<file path="config.mk">
export PLATFORM = sky130hd
export DESIGN_NAME = qpc_counter
export DESIGN_NICKNAME = d
export VERILOG_FILES = /design/src/pkg/qpc_pkg.sv /design/src/design/qpc_counter.sv
export VERILOG_INCLUDE_DIRS = /design/src /design/src/pkg
export SDC_FILE = /design/constraint.sdc
export NUM_CORES = 1
export LEC_CHECK = 0
export ABC_AREA = 1
export BUFFER_PORTS_ARGS = -buffer_cell sky130_fd_sc_hd__buf_4
export CORE_ASPECT_RATIO = 0.75
export CORE_MARGIN = 2
export CORE_UTILIZATION = 50
export DETAILED_ROUTE_END_ITERATION = 12
export PLACE_DENSITY_LB_ADDON = 0.05
export RECOVER_POWER = 25
export SLEW_MARGIN = 20
export SYNTH_ARGS = -nofsm -noshare
export SYNTH_HDL_FRONTEND = slang
export SYNTH_SLANG_ARGS = --single-unit
</file>
<file path="constraint.sdc">
create_clock -name clock -period 2.8 [get_ports clock]
set_input_delay 0.28 -clock clock [delete_from_list [all_inputs] [get_ports clock]]
set_output_delay 0.28 -clock clock [all_outputs]
set_load 0.1 [all_outputs]
</file>
<file path="src/pkg/qpc_regs.svh">
// register offsets, field positions, reset values and timing constants of the quadrature position counter
// assumes a plain address/strobe register port with 16-bit data in the low bits
`ifndef QPC_REGS_SVH
`define QPC_REGS_SVH

`define QPC_ADDR_W 4
`define QPC_DATA_W 16
`define QPC_OFF_CTRL 4'h0
`define QPC_OFF_FILT 4'h2
`define QPC_OFF_POS 4'h4
`define QPC_OFF_MAX 4'h6
`define QPC_OFF_SYS 4'h8

// control register fields
`define QPC_CTRL_ERR 15
`define QPC_CTRL_IDLE_STOP 13
`define QPC_CTRL_INDEX 12
`define QPC_CTRL_DIR 11
`define QPC_CTRL_MODE_HI 10
`define QPC_CTRL_MODE_LO 8
`define QPC_CTRL_IDX_RST 2
`define QPC_CTRL_DIR_SRC 0
`define QPC_CTRL_WMASK 16'hAF05

// filter register fields
`define QPC_FILT_IMV_HI 10
`define QPC_FILT_IMV_LO 9
`define QPC_FILT_COUNT_ERROR_IRQ_DISABLE 8
`define QPC_FILT_OUT_EN 7
`define QPC_FILT_DIV_HI 6
`define QPC_FILT_DIV_LO 4
`define QPC_FILT_WMASK 16'h07F0

// system register fields: software-visible event stickies
`define QPC_SYS_IRQ 0

`define QPC_POS_RESET 16'h0000
`define QPC_MAX_RESET 16'hFFFF
`define QPC_ALL_ONES 16'hFFFF
`define QPC_ZERO16 16'h0000
`define QPC_ONE16 16'h0001

// stable samples a filter needs before its output follows the input
`define QPC_FILT_STABLE 2'h3
`define QPC_DIV_W 8

`endif

</file>
<file path="src/pkg/qpc_pkg.sv">
// types of the quadrature position counter
// assumes qpc_regs.svh supplies the numeric constants
`default_nettype none
package qpc_pkg;

  typedef enum logic [2:0] {
    QPC_MODE_OFF = 3'b000,
    QPC_MODE_TIMER = 3'b001,
    QPC_MODE_RSV2 = 3'b010,
    QPC_MODE_RSV3 = 3'b011,
    QPC_MODE_X2_INDEX = 3'b100,
    QPC_MODE_X2_MATCH = 3'b101,
    QPC_MODE_X4_INDEX = 3'b110,
    QPC_MODE_X4_MATCH = 3'b111
  } qpc_mode_e;

  typedef struct packed {
    logic phase_a;
    logic phase_b;
    logic index;
  } qpc_pins_s;

  typedef struct packed {
    logic sleep;
    logic idle;
  } qpc_power_s;

endpackage : qpc_pkg
`default_nettype wire

</file>
<file path="src/design/qpc_counter.sv">
// quadrature position counter: filters, x2/x4 decode, 16-bit position count, timer mode
// assumes encoder pins synchronous to clock and a one-cycle register read/write port
//
// Operation
// - error checking only in the index-reset modes 100 and 110
// - count hitting all-ones down or max plus one up sets error flag, raises interrupt
// - error interrupt suppressed by disable bit; flag still set
// - after an error keep counting; no interrupt on the natural rollover
// - error flag software readable and writable; hardware never clears it
// - index reset of the count only when index reset enable is 1
// - index reset only when phase levels match the index match value
// - x4: match bit 1 is phase B level, bit 0 phase A level
// - x2: match bit 1 picks phase (0 A, 1 B), bit 0 its level
// - index reset disabled: interrupt on index and still on count error
// - direction drives an output pin and a read-only status bit
// - x2 modes count on both edges of phase A; phase B gives direction
// - x4 modes count on every edge of both phases
// - codes 100/110 reset on index, 101/111 reset on max count match
// - filter output changes after three stable filter clock samples
// - filter clock divided from the instruction clock by a three-bit field
// - filtered inputs used only when enabled; filters off after reset
// - mode 001 is a 16-bit timer on phase A with max as period
// - timer direction from phase B pin or software direction bit
// - mode switching keeps the count; timer clock synchronous to clock
// - sleep halts all counting
// - idle halts only when idle stop is set; idle stop resets to 0
// - phase A leading phase B counts up, lagging counts down
//
// The implementer's own choices: the placing of the registers and the strobed register port.
`timescale 1ns/1ps
`default_nettype none
`include "qpc_regs.svh"

module qpc_counter (
  input wire logic clock,
  input wire logic srst,
  input wire logic [`QPC_ADDR_W-1:0] addr,
  input wire logic [`QPC_DATA_W-1:0] wdata,
  input wire logic wr_en,
  input wire logic rd_en,
  output logic [`QPC_DATA_W-1:0] rdata,
  input wire qpc_pkg::qpc_pins_s pins,
  input wire qpc_pkg::qpc_power_s power,
  output logic dir_out,
  output logic irq_pulse
);

  // ----------------------------------------------------------------
  // registers
  // ----------------------------------------------------------------
  logic [`QPC_DATA_W-1:0] ctrl_reg;
  logic [`QPC_DATA_W-1:0] filt_reg;
  logic [`QPC_DATA_W-1:0] pos_reg;
  logic [`QPC_DATA_W-1:0] max_reg;
  logic irq_seen_reg;
  logic dir_reg;
  qpc_pkg::qpc_pins_s pins_reg;
  qpc_pkg::qpc_pins_s filt_out_reg;
  logic [`QPC_DIV_W-1:0] div_reg;
  logic [1:0] stable_reg [0:2];
  logic [2:0] cand_reg;

  qpc_pkg::qpc_mode_e mode;
  logic run;
  logic filt_tick;
  logic [2:0] raw_in;
  logic [2:0] filt_in;
  qpc_pkg::qpc_pins_s use_pins;
  logic a_edge;
  logic b_edge;
  logic count_pulse;
  logic enc_dir;
  logic timer_dir;
  logic up;
  logic index_match;
  logic index_event;
  logic is_index_mode;
  logic is_match_mode;
  logic err_event;
  logic wrap_event;
  logic timer_match;
  logic irq_next;

  function automatic logic wr_hit(input logic [`QPC_ADDR_W-1:0] a, input logic [`QPC_ADDR_W-1:0] off, input logic w);
    wr_hit = w && (a == off);
  endfunction : wr_hit

  assign mode = qpc_pkg::qpc_mode_e'(ctrl_reg[`QPC_CTRL_MODE_HI:`QPC_CTRL_MODE_LO]);
  // sleep always stops, idle stops only when asked to
  assign run = !power.sleep && !(power.idle && ctrl_reg[`QPC_CTRL_IDLE_STOP]);
  assign is_index_mode = (mode == qpc_pkg::QPC_MODE_X2_INDEX) || (mode == qpc_pkg::QPC_MODE_X4_INDEX);
  assign is_match_mode = (mode == qpc_pkg::QPC_MODE_X2_MATCH) || (mode == qpc_pkg::QPC_MODE_X4_MATCH);

  // ----------------------------------------------------------------
  // noise filters
  // ----------------------------------------------------------------
  // divide ratio is 2^field; tick whenever the divided bits roll over
  assign filt_tick = (div_reg & ((`QPC_DIV_W'(1) << filt_reg[`QPC_FILT_DIV_HI:`QPC_FILT_DIV_LO]) - `QPC_DIV_W'(1)))
                     == `QPC_DIV_W'(0);
  assign raw_in = {pins_reg.phase_a, pins_reg.phase_b, pins_reg.index};

  always_ff @(posedge clock)
  begin
    if (srst)
      div_reg <= '0;
    else
      div_reg <= div_reg + `QPC_DIV_W'(1);
  end

  // pins are sampled once so edges are seen against a registered copy
  always_ff @(posedge clock)
  begin
    if (srst)
      pins_reg <= '0;
    else
      pins_reg <= pins;
  end

  genvar gi;
  generate
    for (gi = 0; gi < 3; gi++)
    begin : g_filt
      always_ff @(posedge clock)
      begin
        if (srst)
        begin
          stable_reg[gi] <= 2'h0;
          cand_reg[gi] <= 1'b0;
          filt_in[gi] <= 1'b0;
        end
        else if (filt_tick)
        begin
          if (raw_in[gi] != cand_reg[gi])
          begin
            cand_reg[gi] <= raw_in[gi];
            stable_reg[gi] <= 2'h1;
          end
          else if (stable_reg[gi] != `QPC_FILT_STABLE)
            stable_reg[gi] <= stable_reg[gi] + 2'h1;
          else
            filt_in[gi] <= cand_reg[gi];
        end
      end
    end
  endgenerate

  // filter enable clears on reset, so raw pins are used until software enables it
  assign use_pins = filt_reg[`QPC_FILT_OUT_EN] ? qpc_pkg::qpc_pins_s'(filt_in) : pins_reg;

  always_ff @(posedge clock)
  begin
    if (srst)
      filt_out_reg <= '0;
    else
      filt_out_reg <= use_pins;
  end

  // ----------------------------------------------------------------
  // decode
  // ----------------------------------------------------------------
  assign a_edge = use_pins.phase_a != filt_out_reg.phase_a;
  assign b_edge = use_pins.phase_b != filt_out_reg.phase_b;
  // a leading b: on an a edge the new a differs from b; on a b edge the new b equals a
  assign enc_dir = a_edge ? (use_pins.phase_a != use_pins.phase_b)
                          : (use_pins.phase_a == use_pins.phase_b);
  assign timer_dir = ctrl_reg[`QPC_CTRL_DIR_SRC] ? use_pins.phase_b : ctrl_reg[`QPC_CTRL_DIR];

  always_comb
  begin
    count_pulse = 1'b0;
    case (mode)
      qpc_pkg::QPC_MODE_X2_INDEX, qpc_pkg::QPC_MODE_X2_MATCH: count_pulse = a_edge;
      qpc_pkg::QPC_MODE_X4_INDEX, qpc_pkg::QPC_MODE_X4_MATCH: count_pulse = a_edge || b_edge;
      qpc_pkg::QPC_MODE_TIMER: count_pulse = use_pins.phase_a && !filt_out_reg.phase_a;
      default: count_pulse = 1'b0;
    endcase
  end

  // the step itself decides its direction; the stored value lags by one edge
  assign up = (mode == qpc_pkg::QPC_MODE_TIMER) ? timer_dir
              : ((run && mode[2] && (a_edge || b_edge)) ? enc_dir : dir_reg);

  always_comb
  begin
    index_match = 1'b0;
    if (mode == qpc_pkg::QPC_MODE_X4_INDEX)
      index_match = (use_pins.phase_b == filt_reg[`QPC_FILT_IMV_HI])
                    && (use_pins.phase_a == filt_reg[`QPC_FILT_IMV_LO]);
    else
      index_match = (filt_reg[`QPC_FILT_IMV_HI] ? use_pins.phase_b : use_pins.phase_a)
                    == filt_reg[`QPC_FILT_IMV_LO];
  end

  // qualified index: rising index with phases at the programmed state
  assign index_event = run && is_index_mode && use_pins.index && !filt_out_reg.index && index_match;

  // ----------------------------------------------------------------
  // position count
  // ----------------------------------------------------------------
  // the count is checked before the step: a step up from max or down from zero is the error
  assign err_event = run && is_index_mode && count_pulse
                     && (up ? (pos_reg == max_reg) : (pos_reg == `QPC_ZERO16));
  assign wrap_event = run && is_match_mode && count_pulse
                      && (up ? (pos_reg == max_reg) : (pos_reg == `QPC_ZERO16));
  assign timer_match = run && (mode == qpc_pkg::QPC_MODE_TIMER) && count_pulse
                       && (timer_dir ? (pos_reg == max_reg) : (pos_reg == `QPC_ZERO16));

  always_ff @(posedge clock)
  begin
    if (srst)
      dir_reg <= 1'b0;
    else if (run && (a_edge || b_edge) && mode[2])
      dir_reg <= enc_dir;
    else if (run && mode == qpc_pkg::QPC_MODE_TIMER)
      dir_reg <= timer_dir;
  end

  // mode changes never touch the count register
  always_ff @(posedge clock)
  begin
    if (srst)
      pos_reg <= `QPC_POS_RESET;
    else if (wr_hit(addr, `QPC_OFF_POS, wr_en))
      pos_reg <= wdata;
    else if (index_event && ctrl_reg[`QPC_CTRL_IDX_RST])
      pos_reg <= `QPC_ZERO16;
    else if (wrap_event || timer_match)
      pos_reg <= up ? `QPC_ZERO16 : max_reg;
    else if (run && count_pulse)
      pos_reg <= up ? pos_reg + `QPC_ONE16 : pos_reg - `QPC_ONE16;
  end

  // ----------------------------------------------------------------
  // control and status
  // ----------------------------------------------------------------
  always_ff @(posedge clock)
  begin
    if (srst)
      ctrl_reg <= '0;
    else
    begin
      if (wr_hit(addr, `QPC_OFF_CTRL, wr_en))
        ctrl_reg <= wdata & `QPC_CTRL_WMASK;
      // set wins over a software clear in the same cycle
      if (err_event)
        ctrl_reg[`QPC_CTRL_ERR] <= 1'b1;
    end
  end

  always_ff @(posedge clock)
  begin
    if (srst)
      filt_reg <= '0;
    else if (wr_hit(addr, `QPC_OFF_FILT, wr_en))
      filt_reg <= wdata & `QPC_FILT_WMASK;
  end

  always_ff @(posedge clock)
  begin
    if (srst)
      max_reg <= `QPC_MAX_RESET;
    else if (wr_hit(addr, `QPC_OFF_MAX, wr_en))
      max_reg <= wdata;
  end

  // index interrupt fires whatever the reset enable; rollover in index modes stays silent
  assign irq_next = (err_event && !filt_reg[`QPC_FILT_COUNT_ERROR_IRQ_DISABLE])
                    || index_event
                    || wrap_event || timer_match;

  always_ff @(posedge clock)
  begin
    if (srst)
      irq_pulse <= 1'b0;
    else
      irq_pulse <= irq_next;
  end

  always_ff @(posedge clock)
  begin
    if (srst)
      irq_seen_reg <= 1'b0;
    else if (irq_next)
      irq_seen_reg <= 1'b1;
    else if (wr_hit(addr, `QPC_OFF_SYS, wr_en) && wdata[`QPC_SYS_IRQ])
      irq_seen_reg <= 1'b0;
  end

  always_ff @(posedge clock)
  begin
    if (srst)
      dir_out <= 1'b0;
    else
      dir_out <= up;
  end

  // ----------------------------------------------------------------
  // read port
  // ----------------------------------------------------------------
  always_ff @(posedge clock)
  begin
    if (srst)
      rdata <= '0;
    else if (!rd_en)
      rdata <= '0;
    else
    begin
      case (addr)
        `QPC_OFF_CTRL:
        begin
          rdata <= ctrl_reg;
          rdata[`QPC_CTRL_DIR] <= up;
          rdata[`QPC_CTRL_INDEX] <= use_pins.index;
        end
        `QPC_OFF_FILT: rdata <= filt_reg;
        `QPC_OFF_POS: rdata <= pos_reg;
        `QPC_OFF_MAX: rdata <= max_reg;
        `QPC_OFF_SYS: rdata <= {15'h0000, irq_seen_reg};
        default: rdata <= '0;
      endcase
    end
  end

endmodule : qpc_counter
`default_nettype wire

</file>
==> results.cfg, run 1 <==
[die]
initial_core_util = 0.5178
io_pins = 47
die_h_um = 96.53
core_sq_mm = 0.01102
die-area_sq_mm = 0.01230
num_rows = 33
floorplan.die.width_um = 127.4

[run_status]
outcome = finished clean

[power]
sw_frac_of_total = 0.3048
ir_worst_vdd_v = 0.0003268
power_density_mw_per_mm2 = 482.8
netSwitchingPower_mw = 0.9655
power_mw = 3.168
pwr-share-seq = 0.450
p_int_mw = 2.203
power_frac_clock = 0.351
leakagePower_nw = 3.092
pwr-share-comb = 0.200

[cts]
path_clk_slew_ns = 0.07
clockRootBuffer = clkbuf_16
cts_tree = yes
clock_sinks = 92
h-tree-depth = 3
clk_latency_ns = 0.34
cts.path.max_buffers = 2
cts_buffers = 9

[synthesis]
syn_area_sq_mm = 0.005708
synth_nets = 877
synth-seq-cells = 92
syn_avg_cell_area_sq_um = 6.795
yosysWarningCount = 0
ys_types = 51
synth_ff_type = dfxtp_1
async_reset_ff_frac = 0
yosysSeqAreaShare = 0.3332
synth_cells = 840
synth_edf_count = 6

[drt]
first_pass_iters = 5
num_vias = 5793
first_iter_violations = 612
ant_nets = 0
drc = 0
avgRoutedWirePerCell_um = 17.41
via_per_inst = 5.613
routed_wl_um = 17970

[setup_path]
critical_path_arrival_ns = 2.93
critPathLaunch = pins_reg[2]
path_max_fanout = 4
reg2reg_from = pins_reg[2]
cp_slowest_stage_delay_ns = 0.34
worstPathRequired_ns = 3.06
worstSetupPathType = register to register
r2r_setup_slack_ns = 0.13
critPathLaunchType = register
worst_path_max_delay_cell = dfxtp_1
worstPathCellList = inv_1 -> o21ai_2 -> ha_4 -> nand3_4 -> nand2_2 -> nand2_2 -> nand3_4 -> nand3_4 -> nand2_1 -> inv_1 -> ha_1 -> inv_1 -> nand2_2 -> nand4_1 -> nand2_2 -> nand3b_1 -> nand2_1 -> nand2_1 -> nand3_1 -> nand2_1 -> a21oi_1
ff2ff_path_depth = 21
endpoint_kind = register
r2r_end = pos_reg[12]

[timing]
min_period_ns = 2.670
setup_viol = 0
holdWs_ns = 0.1464
min_period_over_period = 0.9536
final-hold-violation-count = 0
fmax_mhz = 374.5
skew_ns = 0.007677
worst_pin_slew_ns = 0.7257
timing.slew.headroom = 0.5099
drv_slew = 0

[final_layout]
area_growth_pct = 14.97
drive_gt1_frac = 0.1850
final_core_util = 0.5953
mostFrequentLayoutCell = nand2_1
num_antenna_cells = 0
final_net_count = 924
layout_common_cells = 175 x nand2_1, 117 x inv_1, 85 x dfxtp_1
num-fill-cells = 1085

[worst_hold_path]
hold_class = input port to register
hold_end = pins_reg[0]
whs_path_depth = 3
min_from = pins[0]

[placed_design]
gp_congestion = 0.9244
dp_hpwl_um = 13350
io_buffers = 46

[grt]
antenna_found_initial = 0
grt_pass1_vias = 5432
gr-total-overflow = 0
grt_first_pass_wirelength_um = 28390
track_usage = 0.2974
grt_max_degree = 40

[job]
maxCapViolations = 0
[logic make-up after synthesis]
| group | Yosys count | synth area share |
|---|---|---|
| xor gates and xnor gates | 17 | 0.02608 |
| AOI/OAI and AO/OA | 189 | 0.1905 |
| muxes | 1 | 0.001754 |
| and+or+nand+nor | 375 | 0.3176 |
| DFF | 92 | 0.3332 |
| adders and majority gates | 8 | 0.01754 |
| buffers and inverters | 158 | 0.1133 |
[layout make-up]
cell class | instances | area (sq um) | share of cell area
multi-input combinational | 590 | 3231 | 0.4923
sequential | 92 | 1903 | 0.2900
timing repair buffer | 64 | 505.5 | 0.07703
inverter | 130 | 488.0 | 0.07436
clock buffer | 10 | 229.0 | 0.03489
tap | 140 | 175.2 | 0.02669
clock inverter | 6 | 31.28 | 0.004766
[how the worst max path moves through the flow]
stage	end	slack, ns
detailed placement	pos_reg[14]	-0.009
global route	pos_reg[12]	-0.03
finish	pos_reg[12]	0.13
floorplan	pos_reg[14]	0.09
CTS	pos_reg[14]	-0.02
global placement	pos_reg[14]	0.09
[cell usage after synthesis, types with 5 or more instances]
| master | count | share of area |
|---|---|---|
| dfxtp_1 | 86 | 0.30 |
| nand2_1 | 179 | 0.12 |
| a21oi_1 | 60 | 0.053 |
| ha_1 | 8 | 0.018 |
| a221oi_1 | 5 | 0.0077 |
| nor2_2 | 5 | 0.0055 |
| nor4_1 | 7 | 0.0077 |
| nand2_4 | 16 | 0.032 |
| inv_2 | 11 | 0.0072 |
| xnor2_1 | 11 | 0.017 |
| xor2_1 | 6 | 0.0092 |
| inv_1 | 117 | 0.077 |
| o21ai_0 | 73 | 0.064 |
| nor3_1 | 10 | 0.0088 |
| edfxtp_1 | 6 | 0.032 |
| nand4_1 | 6 | 0.0066 |
| o22ai_1 | 10 | 0.011 |
| nand2_2 | 25 | 0.027 |
| o21ai_1 | 9 | 0.0079 |
| clkbuf_1 | 17 | 0.011 |
| nand3_1 | 49 | 0.043 |
| nor2_1 | 60 | 0.039 |
[worst max-delay path: cells and delay by family, from the launching register on]
family / cells / cell delay, ns
DFF: 1 / 0.34
buffers and inverters: 3 / 0.18
adders and majority gates: 2 / 0.38
AOI/OAI and AO/OA: 2 / 0.35
and+or+nand+nor: 14 / 1.34
[power by group through the flow]
stage | sequential [mW] | clock, mW | combinational [mW]
after floorplan | 1.46 | 0 | 0.421
after global placement | 1.45 | 0 | 0.601
after detailed placement | 1.45 | 0 | 0.610
after CTS | 1.42 | 1.12 | 0.613
after global routing | 1.43 | 1.17 | 0.701
final | 1.42 | 1.11 | 0.633
[through the flow]
step / area, sq um / setup TNS [ns] / setup slack (ns) / instances
6_report: 6563 / 0 / 0.1300 / 1032
5_1_grt: 6563 / -0.05108 / -0.02701 / 1032
4_1_cts: 6485 / -0.03095 / -0.02485 / 1031
3_5_place_dp: 6225 / -0.008583 / -0.008583 / 1015
3_3_place_gp: 6225 / 0 / 0.08861 / 1015
2_1_floorplan: 5708 / 0 / 0.09490 / 840
[repair_timing]
action / in CTS / in global routing
hold buffers: 0 / 0
setup buffers: 0 / 1
pin swaps: 0 / 4
endpoints found under the setup margin: 2 / 13
resized for setup: 0 / 14
[per-layer routing]
metal / part of all wire / wire (um) / global-route usage / vias to the layer above
met5: 0 / 0 / 0 / -
met4: 0.0062 / 111 / 0.05495 / 0
li1: - / - / - / 2832
met3: 0.090 / 1615 / 0.04846 / 14
met2: 0.42 / 7590 / 0.4577 / 264
met1: 0.48 / 8655 / 0.4428 / 2683
Power figures use the tool's default switching activity.
==> inputs of run 2 (changes only) <==
--- a/config.mk
+++ b/config.mk
@@ -12,6 +12,7 @@
 export CORE_MARGIN = 2
 export CORE_UTILIZATION = 50
 export DETAILED_ROUTE_END_ITERATION = 12
+export MAX_ROUTING_LAYER = met4
 export PLACE_DENSITY_LB_ADDON = 0.05
 export RECOVER_POWER = 25
 export SLEW_MARGIN = 20
==> run 2 against run 1 <==
  * Total power rose by 6.6%
  * Combinational power shrank 2%
  * Cell count barely moved
  * Sequential power is essentially flat
  * Critical path type unchanged
  * Largest cell class unchanged
==> results.cfg, run 2 (synthesis results as in run 1) <==
[run_status]
outcome = finished clean

[setup_path]
worstSetupPathType = register to register
worstPathRequired_ns = 3.03
r2r_end = pos_reg[3]
ff2ff_path_depth = 18
r2r_setup_slack_ns = 0.21
critPathLaunchType = register
critPathLaunch = filt_reg[7]
path_max_fanout = 19
endpoint_kind = register
reg2reg_from = filt_reg[7]
crit_path_end = pos_reg[3]
critical_path_arrival_ns = 2.82

[die]
core_sq_mm = 0.01102
die-area_sq_mm = 0.01230
initial_core_util = 0.5178
num_rows = 33
die_h_um = 96.53
io_pins = 47
floorplan.die.width_um = 127.4

[cts]
cts_buffers = 9
clock_sinks = 92
h-tree-depth = 3
cts_tree = yes
clk_latency_ns = 0.35
path_clk_slew_ns = 0.07
hold_buffers = 0
cts.path.max_buffers = 2
clockRootBuffer = clkbuf_16

[drt]
num_vias = 5811
avgRoutedWirePerCell_um = 17.27
first_pass_iters = 5
via_per_inst = 5.625
ant_nets = 0
drc = 0
first_iter_violations = 559
routed_wl_um = 17850

[final_layout]
area_growth_pct = 14.31
final_net_count = 925
drive_gt1_frac = 0.1669
fin_area_sq_mm = 0.006525
mostFrequentLayoutCell = nand2_1
final_core_util = 0.5919
num_antenna_cells = 0
layout_common_cells = 177 x nand2_1, 117 x inv_1, 85 x dfxtp_1

[power]
power_density_mw_per_mm2 = 517.5
leakagePower_nw = 3.061
ir_worst_vdd_v = 0.0003915

[grt]
track_usage = 0.3125
antenna_found_initial = 0
gr-total-overflow = 0
grt_max_degree = 38
grt_first_pass_wirelength_um = 28990
grt_pass1_vias = 5415

[placed_design]
gp_congestion = 0.9819
io_buffers = 46
postPlaceCellArea_sq_mm = 0.006232
dp_hpwl_um = 13580

[worst_hold_path]
hold_class = input port to register

[timing]
setup_viol = 0
drv_slew = 0
worst_pin_slew_ns = 1.177
grt_setup_unrepaired = yes
min_period_ns = 2.591
final-hold-violation-count = 0
min_period_over_period = 0.9252
timing.slew.headroom = 0.2189
fmax_mhz = 386.0
skew_ns = 0.009222

[job]
maxCapViolations = 0
## run 2: cell types whose count changed in the layout (fill, tap and decap cells not counted), moves of 2 or more
cell	change
nand2_2	-2
clkbuf_1	+18
bufinv_16	+2
clkinv_1	-4
nand3_2	+2
nand3_4	-2
nand2_1	+2
buf_4	-16
## run 2: where the power goes
group / switching (mW) / internal [mW] / total (mW)
registers: 0.0419 / 1.38 / 1.42
logic: 0.398 / 0.225 / 0.623
clock network: 0.523 / 0.808 / 1.33
total: 0.963 / 2.41 / 3.38
## run 2: layer usage
layer  vias up  global-route usage  share of wire  wire length, um
met2       263              0.4599           0.41             7364
li1       2832                   -              -                -
met3        30             0.05341          0.088             1573
met1      2686              0.4480           0.48             8640
met5         -                   -              0                0
met4         0             0.07509          0.015              265
## run 2: how the worst min path moves through the flow
stage | from | end | slack (ns) | depth (start not counted)
after floorplan | pins[0] | pins_reg[0] | 0.39 | 2
final | pins[1] | pins_reg[1] | 0.13 | 3
after CTS | pins[1] | pins_reg[1] | 0.13 | 3
after global placement | div_reg[0] | div_reg[0] | 0.45 | 1
after detailed placement | div_reg[0] | div_reg[0] | 0.46 | 1
after global routing | pins[1] | pins_reg[1] | 0.17 | 3
## run 2: repair_timing
item,4_1_cts,5_1_grt
buffers inserted,0,1
setup endpoints to repair,0,20
resized for setup,0,9
## run 2: layout make-up
class / instances / area, sq um
Fill cell: 1075 / 4499
Sequential cell: 92 / 1903
Tap cell: 140 / 175.2
Timing Repair Buffer: 65 / 449.2
Clock buffer: 12 / 246.5
Clock inverter: 4 / 73.82
Inverter: 130 / 488.0
Multi-Input combinational cell: 590 / 3189
## run 2: through the flow
| stage | power (mW) | TNS [ns] | hold WS [ns] | std cells | setup slack (ns) |
|---|---|---|---|---|---|
| after CTS | 3.377 | 0 | 0.1329 | 1032 | 0.1276 |
| after detailed placement | 2.062 | 0 | 0.4622 | 1016 | 0.1460 |
| after global routing | 3.519 | -0.1114 | 0.1671 | 1033 | -0.04538 |
| after floorplan | 1.882 | 0 | 0.3870 | 840 | 0.09490 |
| after global placement | 2.052 | 0 | 0.4470 | 1016 | 0.2341 |
| final | 3.377 | 0 | 0.1345 | 1033 | 0.2093 |
## run 2: worst max-delay path: stages, from the launching register on
cell	delay, ns
dfxtp_2	0.34
nand2_1	0.08
o21ai_2	0.06
ha_1	0.34
nand3_4	0.12
nand2_2	0.07
nand2_1	0.07
nand3_2	0.10
nand2_4	0.26
nand2_1	0.09
nand2_1	0.07
inv_2	0.04
nand2_1	0.05
nand2_1	0.04
nand2_1	0.12
buf_4	0.25
nand2_1	0.06
o21ai_0	0.19
a21oi_1	0.10
==> inputs of run 3 (changes only) <==
--- a/config.mk
+++ b/config.mk
@@ -6,7 +6,6 @@
 export SDC_FILE = /design/constraint.sdc
 export NUM_CORES = 1
 export LEC_CHECK = 0
-export ABC_AREA = 1
 export BUFFER_PORTS_ARGS = -buffer_cell sky130_fd_sc_hd__buf_4
 export CORE_ASPECT_RATIO = 0.75
 export CORE_MARGIN = 2
==> run 3 against run 2 <==
  * The flow now finishes with violations (setup timing)
  * Utilization up 5.5 points
  * Synthesized cell count down 22%
  * Count of clock-buffer cells in the layout down 2
  * First-iteration DRC count down 1.1%
  * Routed wire length down 3.6%
  * Fmax down 27%
  * Clock skew up 0.00093 ns
  * Die area down 7.3%
  * Combinational power down 23%
  * Sequential power about the same
  * Critical endpoint is now pos_reg[14]
  * Largest cell class unchanged
==> results.cfg, run 3 <==
[synthesis]
synth_nets = 695
yosysMostFrequentCell = nand2_1
yosysWarningCount = 0
yosysSeqAreaShare = 0.3606
syn_area_sq_mm = 0.005274
synth-seq-cells = 92
synth_top_cell_area_share = 0.3265
ys_types = 70
synth_ff_type = dfxtp_1
netlist_top_cells_area = dfxtp_1 33%, nand2_1 6.4%, xor2_1 5.0%
synth_edf_count = 6
syn_avg_cell_area_sq_um = 8.015
synth_top_area_cell = dfxtp_1
synth_cells = 658
async_reset_ff_frac = 0
synthTopCellsByCount = 90 x nand2_1, 86 x dfxtp_1, 57 x nor2_1, 49 x a21oi_1, 39 x clkbuf_1

[die]
floorplan.die.width_um = 122.6
io_pins = 47
num_rows = 32
die-area_sq_mm = 0.01139
die_h_um = 92.94
initial_core_util = 0.5125
core_sq_mm = 0.01029

[worst_hold_path]
whs_path_depth = 2
hold_end = pins_reg[0]
hold_class = input port to register
min_from = pins[0]

[setup_path]
r2r_setup_slack_ns = -0.76
worstSetupPathType = register to register
endpoint_kind = register
worstPathRequired_ns = 3.02
reg2reg_from = filt_reg[7]
r2r_end = pos_reg[14]
path_max_fanout = 3
critPathLaunchType = register
critical_path_arrival_ns = 3.77
ff2ff_path_depth = 18

[grt]
grt_first_pass_wirelength_um = 27040
track_usage = 0.3178
grt_max_degree = 43
gr-total-overflow = 0
antenna_found_initial = 0
grt_pass1_vias = 4961

[final_layout]
num_antenna_cells = 0
fin_area_sq_mm = 0.006651
layout_common_cells = 107 x buf_4, 90 x nand2_1, 85 x dfxtp_1
stdcell_count = 885
drive_gt1_frac = 0.2243
mostFrequentLayoutCell = buf_4
final_core_util = 0.6464
area_growth_pct = 26.12
final_net_count = 781

[drt]
avgRoutedWirePerCell_um = 19.43
routed_wl_um = 17190
num_vias = 5365
first_iter_violations = 553
via_per_inst = 6.062
drc = 0
first_pass_iters = 5
ant_nets = 0

[timing]
timing.slew.headroom = 0.2123
min_period_over_period = 1.271
final-hold-violation-count = 0
fmax_mhz = 280.9
setup_viol = 19
min_period_ns = 3.559
worst_pin_slew_ns = 1.187
grt_setup_unrepaired = yes
skew_ns = 0.01015
fin_ws_ns = -0.7595
drv_slew = 0

[cts]
path_clk_slew_ns = 0.07
cts.path.max_buffers = 2
clk_latency_ns = 0.35
clock_sinks = 92
cts_tree = yes
h-tree-depth = 3
cts_buffers = 9
clockRootBuffer = clkbuf_16

[run_status]
outcome = finished, violations left
violations = setup timing

[placed_design]
io_buffers = 46
dp_hpwl_um = 12230
postPlaceCellArea_sq_mm = 0.006162
post-place-cells = 858
place_ws_ns = -0.8206
gp_congestion = 0.9804

[power]
leakagePower_nw = 2.718
ir_worst_vdd_v = 0.0003629
power_density_mw_per_mm2 = 472.7
power_mw = 3.144

[job]
maxCapViolations = 0
-- run 3: changes by cell type after synthesis, sizes merged, moves of 14 or more --
cell	before	now
nand2	220	90
inv	128	17
o21ai	84	20
a22oi	0	26
xor2	6	30
clkbuf	18	39
nand3b	4	21
nand3	54	38
a21oi	64	50
-- run 3: worst max-delay path by stage --
stage	start	endpoint	slack, ns	cells after the start
floorplan	filt_reg[7]	pos_reg[14]	-1.11	22
global placement	filt_reg[7]	pos_reg[14]	-0.70	18
detailed placement	filt_reg[7]	pos_reg[14]	-0.82	18
CTS	filt_reg[7]	pos_reg[14]	-0.70	18
global route	filt_reg[7]	pos_reg[14]	-0.87	18
finish	filt_reg[7]	pos_reg[14]	-0.76	18
-- run 3: timing repair --
| item | CTS | global route |
|---|---|---|
| setup buffers | 4 | 5 |
| gates cloned | 1 | 1 |
| pin swaps | 9 | 7 |
| hold buffers | 0 | 0 |
| setup endpoints to repair | 19 | 19 |
| gates resized for setup | 7 | 16 |
-- run 3: per-stage QoR --
stage               setup TNS, ns  hold WS, ns
floorplan                  -6.274       0.4040
global placement           -8.482       0.4555
detailed placement         -9.647       0.4704
CTS                        -7.101       0.1372
global route               -9.981       0.1490
finish                     -7.904       0.1395
-- run 3: layout make-up --
| class | count | area, sq um |
|---|---|---|
| clock buffer | 10 | 229.0 |
| clock inverter | 6 | 72.57 |
| fill | 906 | 3638 |
| inverter | 17 | 63.81 |
| multi-input combinational | 499 | 3237 |
| sequential | 92 | 1903 |
| tap | 136 | 170.2 |
| timing repair buffer | 125 | 975.9 |
-- run 3: report_power, final --
| group | total [mW] | leakage (nW) | internal [mW] | switching (mW) |
|---|---|---|---|---|
| Sequential | 1.41 | 0.767 | 1.37 | 0.0418 |
| Clock | 1.25 | 0.149 | 0.704 | 0.550 |
| Combinational | 0.480 | 1.80 | 0.218 | 0.262 |
| Total | 3.14 | 2.72 | 2.29 | 0.854 |
-- run 3: layer usage --
| metal | share of wire | vias to the layer above | wire length (um) | global-route usage |
|---|---|---|---|---|
| met1 | 0.48 | 2574 | 8248 | 0.4583 |
| met3 | 0.071 | 31 | 1213 | 0.05665 |
| met2 | 0.43 | 251 | 7464 | 0.4583 |
| met5 | 0 | - | 0 | - |
| li1 | - | 2509 | - | - |
| met4 | 0.016 | 0 | 267 | 0.07854 |
-- run 3: cell families after synthesis --
logic type | count (synthesis) | synth area share
AOI/OAI and AO/OA | 153 | 0.1991
xor gates and xnor gates | 37 | 0.06145
adders and majority gates | 8 | 0.01898
buffers and inverters | 67 | 0.05409
DFF | 92 | 0.3606
muxes | 18 | 0.03915
and+or+nand+nor | 283 | 0.2667
-- run 3: critical path, stage by stage (launching register included) --
cell,delay [ns]
dfxtp_2,0.36
mux2i_4,0.23
inv_2,0.07
ha_4,0.27
nand2_1,0.04
mux2_4,0.28
a21o_1,0.20
a31oi_4,0.16
xor2_1,0.10
ha_2,0.21
nor4_4,0.16
nor3b_2,0.25
nand3_1,0.12
o41a_1,0.32
o21ai_1,0.14
o31ai_1,0.10
and2_1,0.17
o21ai_1,0.14
a31oi_1,0.10
